--- src/rtl/adc_seq_pkg.sv ---
// constants shared by the conversion sequencer and its result fifo
// assumes a single 20 MHz reference clock
package adc_seq_pkg;
  localparam int CLK_HZ = 20_000_000;
  localparam int RESULT_WIDTH = 24;
  localparam int FIFO_DEPTH = 16;
  // serial clock low timeout, milliseconds
  localparam int SCLK_TIMEOUT_MS = 28;
  localparam int SCLK_TIMEOUT_CYC = SCLK_TIMEOUT_MS * (CLK_HZ / 1000);
  // power-up time before a single conversion, microseconds
  localparam int POWERUP_US = 25;
  localparam int POWERUP_CYC = POWERUP_US * (CLK_HZ / 1_000_000);
  // data-rate selection codes 0..7 for 6.25 .. 1000 samples per second
  localparam int RATE_CODES = 8;
  localparam logic [2:0] RATE_RESET = 3'h4;
  localparam logic MODE_RESET = 1'b1;
  // conversion period in cycles, 1/DR at 20 MHz
  function automatic logic [22:0] rate_cycles(input logic [2:0] code);
    unique case (code)
      3'h0: rate_cycles = 23'd3200000;
      3'h1: rate_cycles = 23'd1600000;
      3'h2: rate_cycles = 23'd800000;
      3'h3: rate_cycles = 23'd400000;
      3'h4: rate_cycles = 23'd200000;
      3'h5: rate_cycles = 23'd80000;
      3'h6: rate_cycles = 23'd40000;
      3'h7: rate_cycles = 23'd20000;
    endcase
  endfunction : rate_cycles
endpackage : adc_seq_pkg

--- src/rtl/result_fifo.sv ---
// small synchronous fifo holding conversion results
// assumes one clock and a synchronous active-high reset
`timescale 1ns/1ps
module result_fifo #(
  parameter int WIDTH = 24,
  parameter int DEPTH = 16
) (
  // clock and reset
  input wire logic ref_clk,
  input wire logic rst,
  // fill side
  input wire logic inValid,
  output logic inReady,
  input wire logic [WIDTH-1:0] inData,
  // drain side
  output logic outValid,
  input wire logic outReady,
  output logic [WIDTH-1:0] outData
);
  localparam int AW = $clog2(DEPTH);
  logic [WIDTH-1:0] mem [DEPTH];
  logic [AW:0] count;
  logic [AW-1:0] wrPtr;
  logic [AW-1:0] rdPtr;
  logic [WIDTH-1:0] headData;
  logic headValid;
  wire push = inValid && inReady;
  wire memNotEmpty = (count != '0);
  wire pop = memNotEmpty && (!headValid || outReady);
  wire headTaken = headValid && outReady;
  assign inReady = (count != (AW+1)'(DEPTH));
  assign outValid = headValid;
  assign outData = headData;

  always_ff @(posedge ref_clk) begin
    if (push) begin
      mem[wrPtr] <= inData;
    end
  end

  always_ff @(posedge ref_clk) begin
    if (rst) begin
      count <= '0;
      wrPtr <= '0;
      rdPtr <= '0;
      headValid <= 1'b0;
      headData <= '0;
    end else begin
      count <= count + (AW+1)'(push) - (AW+1)'(pop);
      if (push) begin
        wrPtr <= wrPtr + 1'b1;
      end
      if (pop) begin
        rdPtr <= rdPtr + 1'b1;
        headData <= mem[rdPtr];
        headValid <= 1'b1;
      end else if (headTaken) begin
        headValid <= 1'b0;
      end
    end
  end
endmodule : result_fifo

--- src/rtl/adc_conversion_sequencer.sv ---
// conversion sequencer: single and continuous modes, result register,
// result fifo toward the serial side and serial clock low timeout
// assumes modulator bits arrive synchronous to ref_clk; serial pins async
//
// Operation
// - the serial logic resets when the serial clock stays low past 28 ms.
// - in single mode a request gives one conversion, stores it, powers down.
// - in continuous mode the next conversion starts as one finishes.
// - continuous conversions complete at the programmed data rate.
// - the result is readable at any time and shows the latest conversion.
// - results are 24-bit two's-complement from a decimation filter.
// - mode bit 1 selects single mode powered down, 0 continuous.
// - a start write powers up in 25 us, clears the start bit, converts.
// - a start request during a conversion is ignored.
// - new settings apply from the next conversion, not the current one.
`timescale 1ns/1ps
module adc_conversion_sequencer
  import adc_seq_pkg::*;
#(
  parameter int TIMEOUT_CYC = SCLK_TIMEOUT_CYC,
  parameter int DEPTH = FIFO_DEPTH
) (
  // clock and reset
  input wire logic ref_clk,
  input wire logic rst,
  // configuration
  input wire logic singleMode,
  input wire logic [2:0] rateSel,
  input wire logic startWrite,
  output logic single_conversion_start,
  // modulator bitstream
  input wire logic modBit,
  // result
  output logic [RESULT_WIDTH-1:0] convResult,
  output logic result_ready_low,
  output logic poweredUp,
  output logic converting,
  // result stream toward the serial shifter
  output logic resValid,
  input wire logic resReady,
  output logic [RESULT_WIDTH-1:0] resData,
  output logic resDropped,
  // serial pins
  input wire logic sclkPin,
  input wire logic csLowPin,
  output logic serialReset
);
  typedef enum logic [1:0] {IDLE, POWERUP, CONVERT} seq_state_type;
  seq_state_type state;
  seq_state_type next_state;

  // -------------------------------------------------------------
  // serial pin synchronisers and low timeout
  // -------------------------------------------------------------
  logic sclkMeta, sclkSync, sclkPrev;
  logic csMeta, csSync;
  logic [31:0] lowCount;
  always_ff @(posedge ref_clk) begin
    sclkMeta <= sclkPin;
    sclkSync <= sclkMeta;
    sclkPrev <= sclkSync;
    csMeta <= csLowPin;
    csSync <= csMeta;
  end
  // cs is synchronised for the ready-flag clear on an sclk rise; a held-low cs is legal
  wire sclkRise = sclkSync && !sclkPrev;
  wire timeoutHit = !sclkSync && (lowCount >= 32'(TIMEOUT_CYC));
  // the counter parks at the limit, so this is true for one cycle only
  wire timeoutEdge = !sclkSync && (lowCount == 32'(TIMEOUT_CYC - 1));
  always_ff @(posedge ref_clk) begin
    if (rst || sclkRise || sclkSync) begin
      lowCount <= '0;
    end else if (!timeoutHit) begin
      lowCount <= lowCount + 32'd1;
    end
  end
  always_ff @(posedge ref_clk) begin
    if (rst) begin
      serialReset <= 1'b0;
    end else begin
      serialReset <= timeoutEdge;
    end
  end

  // -------------------------------------------------------------
  // sequencing
  // -------------------------------------------------------------
  logic [22:0] periodCnt;
  logic [22:0] activePeriod;
  logic [15:0] pupCnt;
  logic startPend;
  logic convDone;
  wire periodEnd = (state == CONVERT) && (periodCnt == activePeriod - 23'd1);
  wire newStart = startWrite && (state != CONVERT) && (state != POWERUP);

  always_comb begin
    next_state = state;
    unique case (state)
      IDLE: begin
        if (!singleMode) begin
          next_state = CONVERT;
        end else if (startPend) begin
          next_state = POWERUP;
        end
      end
      POWERUP: begin
        if (pupCnt == 16'(POWERUP_CYC - 1)) begin
          next_state = CONVERT;
        end
      end
      CONVERT: begin
        if (periodEnd) begin
          next_state = singleMode ? IDLE : CONVERT;
        end
      end
    endcase
  end

  always_ff @(posedge ref_clk) begin
    if (rst) begin
      state <= IDLE;
      startPend <= 1'b0;
      pupCnt <= '0;
      periodCnt <= '0;
      activePeriod <= rate_cycles(RATE_RESET);
    end else begin
      state <= next_state;
      if (newStart) begin
        startPend <= 1'b1;
      end else if (next_state == CONVERT) begin
        // also drops a start left pending when continuous mode took over
        startPend <= 1'b0;
      end
      pupCnt <= (state == POWERUP) ? pupCnt + 16'd1 : '0;
      // settings are latched only at a conversion boundary
      if (next_state == CONVERT && (state != CONVERT || periodEnd)) begin
        activePeriod <= rate_cycles(rateSel);
        periodCnt <= '0;
      end else if (state == CONVERT) begin
        periodCnt <= periodCnt + 23'd1;
      end
    end
  end
  assign single_conversion_start = startPend;
  assign poweredUp = (state != IDLE);
  assign converting = (state == CONVERT);

  // -------------------------------------------------------------
  // decimation: signed bit count over one conversion period
  // -------------------------------------------------------------
  logic signed [RESULT_WIDTH-1:0] acc;
  always_ff @(posedge ref_clk) begin
    if (rst) begin
      acc <= '0;
      convResult <= '0;
      convDone <= 1'b0;
      result_ready_low <= 1'b1;
    end else begin
      convDone <= periodEnd;
      if (periodEnd) begin
        acc <= '0;
        convResult <= acc;
        result_ready_low <= 1'b0;
      end else begin
        if (state == CONVERT) begin
          acc <= modBit ? acc + 24'sd1 : acc - 24'sd1;
        end
        if (sclkRise && !csSync) begin
          result_ready_low <= 1'b1;
        end
      end
    end
  end

  // -------------------------------------------------------------
  // result fifo; a full fifo drops the newest word, register still updates
  // -------------------------------------------------------------
  logic fifoReady;
  result_fifo #(.WIDTH(RESULT_WIDTH), .DEPTH(DEPTH)) u_result_fifo (
    .ref_clk(ref_clk),
    .rst(rst),
    .inValid(convDone),
    .inReady(fifoReady),
    .inData(convResult),
    .outValid(resValid),
    .outReady(resReady),
    .outData(resData)
  );
  always_ff @(posedge ref_clk) begin
    if (rst) begin
      resDropped <= 1'b0;
    end else begin
      resDropped <= convDone && !fifoReady;
    end
  end
endmodule : adc_conversion_sequencer

--- config.mk ---
export PLATFORM = sky130hd
export DESIGN_NAME = adc_conversion_sequencer
export DESIGN_NICKNAME = d
export VERILOG_FILES = /design/src/rtl/adc_seq_pkg.sv /design/src/rtl/result_fifo.sv /design/src/rtl/adc_conversion_sequencer.sv
export SDC_FILE = /design/constraint.sdc
export NUM_CORES = 1
export LEC_CHECK = 0
export BUFFER_PORTS_ARGS = -buffer_cell sky130_fd_sc_hd__buf_2
export CAP_MARGIN = 15
export CORE_AREA = 2 2 221 223
export CTS_CLUSTER_SIZE = 16
export DETAILED_ROUTE_END_ITERATION = 10
export DIE_AREA = 0 0 223 225
export PLACE_DENSITY_LB_ADDON = 0.3
export SYNTH_ARGS = -nofsm -noshare
export SYNTH_HDL_FRONTEND = slang
export SYNTH_SLANG_ARGS = --single-unit
--- constraint.sdc ---
create_clock -name ref_clk -period 8.95 [get_ports ref_clk]
set_input_delay 0.895 -clock ref_clk [delete_from_list [all_inputs] [get_ports ref_clk]]
set_output_delay 0.895 -clock ref_clk [all_outputs]
set_load 0.02 [all_outputs]
==> results.yml <==
sta:
  fin_crit_sh_pct: 43.8
  grt_setup_unrepaired: "no"
  drv_slew: 0
  slew_headroom_pct: 25.0
  fin_skew_ns: 0.0414
  worst_pin_slew_ns: 1.12
  whs_ns: 0.330
  final_hold_viol_count: 0
  tns_ns: 0
  maxClockFrequency_mhz: 255
  fin_ws_ns: 5.03
  finalSetupViolCount: 0
  min_period_ns: 3.92
clock_network:
  cts_tree: "built"
  h-tree-depth: 2
  cts_setup_buffers: 0
  cts_buffers: 57
  clkSinkCount: 570
  cts-root-buf: "clkbuf_16"
  insertion_delay_ns: 0.63
  holdBufCountCts: 0
  post_cts_resized: 0
  clk_pin_slew_worst_paths_ns: 0.06
  clockBufferDepth: 3
critical_path:
  endpoint_kind: "flip-flop"
  crit_path_start: "activePeriod[7]"
  cp-start-kind: "flip-flop"
  rrSetupSlack_ns: 5.03
  rr_endpoint: "acc[22]"
  crit_slowest_cell: "or2_1"
  cp.arrival_ns: 4.40
  r2r.worst_path.cells: 10
  crit_required_ns: 9.43
  slowest_delay_ns: 0.78
  worstPathCellList: "or4_4 -> nor4b_4 -> nor2_1 -> a211oi_1 -> nand4_1 -> nor3_2 -> buf_4 -> or2_1 -> nor4b_1 -> or3_1"
  critical_path_class: "flip-flop to flip-flop"
  crit_fanout: 27
  regToRegStartpoint: "activePeriod[7]"
synth:
  ys_warn_count: 0
  synth_area_leaders: "edfxtp_1 49%, dfxtp_1 16%, mux4_2 11%"
  synthCells: 1613
  async_flop_share_pct: 0
  ys_types: 66
  synth_edf_count: 384
  syn_avg_cell_area_um2: 14.6
  yosysTopAreaCellShare_pct: 49.0
  syn-num-nets: 1672
  yosysTopAreaCell: "edfxtp_1"
  synth-main-ff-cell: "edfxtp_1"
  synth_area_mm2: 0.0236
  synth_seq_cells: 570
  ys_seq_area_share_pct: 64.8
routing:
  route.detailed.drc: 0
  drt_iter0_markers: 1189
  drtAntennaViolNets: 0
  via_count: 13500
  wl_per_cell_um: 21.1
  routed_via_density: 5.75
  totalWireLength_mm: 49.5
  drt_first_pass_iters: 5
global_route:
  grt_pass1_vias: 13400
  busiest_layer: "met2"
  antenna_found_initial: 0
  grtUsageMet3_pct: 3.13
  grt_overflow: 0
  grtUsageTotal_pct: 19.8
  grt_start_max_net_pins: 59
  grt_pass1_wl_mm: 76.2
  gr-usage-met2_pct: 32.7
  met1_usage_pct: 27.6
layout:
  final_cell_mix: "384 x edfxtp_1, 183 x dfxtp_1, 164 x nor2_1, 120 x mux4_2, 107 x nand2_1"
  multi_input_area_mm2: 0.00797
  areaGrowthSynthToFinish_pct: 12.4
  final_area_mm2: 0.0265
  final_util_pct: 55.7
  register_area_mm2: 0.0153
  layout-drive-gt1-share_pct: 18.4
  final_common_cell: "edfxtp_1"
  nFillCells: 3670
  diodes: 0
  nets: 1740
worst_hold_path:
  min-delay-start: "sclkMeta"
  holdPathEnd: "sclkSync"
  min_path_type: "flip-flop to flip-flop"
  min_path_cells: 0
place:
  hpwl_mm: 29.1
  post_dp_cell_area_mm2: 0.0246
  numPortBuffers: 65
  dpl_worst_slack_ns: 4.60
  gp_congestion: 0.845
floorplan:
  die_y_um: 225
  die_area_mm2: 0.0502
  die_x_um: 223
  fp.coreArea_mm2: 0.0475
  num_rows: 80
  pin_count: 66
  start_util_pct: 49.5
outcome:
  outcome: "completed"
power:
  power_leakage_nw: 9.06
  peakVddDrop_mv: 0.162
  powerDensity_mw_per_mm2: 253
job:
  maxCapViolCount: 0
==> final cells by class <==
cell class | instances | share of cell area, %
flip-flops and latches | 570 | 57.7
multi-input cells | 933 | 30.1
clock buffers | 82 | 6.13
well taps | 615 | 2.91
repair buffers | 83 | 1.76
clock inverters | 26 | 0.893
inverters | 36 | 0.511
==> cell families (layout without fill, tap and decap cells) <==
kind of cell | count (synthesis) | after routing | share of synthesized area [%]
AOI/OAI and AO/OA | 170 | 170 | 4.58
buffers and inverters | 110 | 227 | 1.89
DFF | 570 | 570 | 64.8
and+or+nand+nor | 456 | 456 | 9.20
xor gates and xnor gates | 95 | 95 | 3.59
muxes | 164 | 164 | 13.4
adders and majority gates | 48 | 48 | 2.61
==> worst max-delay path by stage <==
stage	cells past startpoint	slack (ns)	to
5_1_grt	11	4.54	acc[22]
3_5_place_dp	12	4.60	acc[13]
4_1_cts	11	4.96	acc[22]
2_1_floorplan	11	5.15	acc[13]
3_3_place_gp	12	4.64	acc[23]
6_report	10	5.03	acc[22]
==> synth_stat cells (all sizes together) (9+ instances only) <==
cell    number
clkbuf      45
mux4       120
and3        14
nor4        12
ha          46
dfxtp      186
nand2      107
nor3        22
buf         29
or3          9
xor2        53
nor2       176
a211oi      11
a21oi       65
edfxtp     384
and2        15
nor2b        9
inv         36
xnor2       41
nand4       21
nand3       26
mux2i       43
o21ai       25
==> registers in the layout, summed over array words and instances, names as in the netlist, 2 cells and up <==
name / flops
u_result_fifo.mem: 384
lowCount: 32
acc: 24
convResult: 24
u_result_fifo.outData: 24
periodCnt: 23
activePeriod: 17
pupCnt: 16
u_result_fifo.count: 5
u_result_fifo.rdPtr: 4
u_result_fifo.wrPtr: 4
state: 2
==> power by group <==
part | internal [mW] | total, mW | switching, mW
clock network | 1.33 | 2.33 | 1.00
registers | 2.88 | 3.05 | 0.164
logic | 0.658 | 1.33 | 0.671
==> routing by layer <==
metal | routed length, um | part of all wire, % | up-vias
met5 | 0 | 0 | -
met4 | 867 | 1.8 | 0
met3 | 3080 | 6.2 | 67
met2 | 23800 | 48 | 424
met1 | 21700 | 44 | 6761
li1 | - | - | 6240
==> worst max-delay path: cells and delay by family (launching register included) <==
kind / cells / cell delay (ns)
compound gates: 1 / 0.18
buf+inv: 1 / 0.41
flops: 1 / 0.37
simple gates: 8 / 2.79
==> stage by stage <==
stage | total power, mW | instances
floorplan | 4.12 | 1613
global placement | 4.43 | 2236
detailed placement | 4.45 | 2236
CTS | 6.78 | 2344
global route | 7.00 | 2345
finish | 6.70 | 2345
Note: power is estimated with default switching activity, not from simulation.
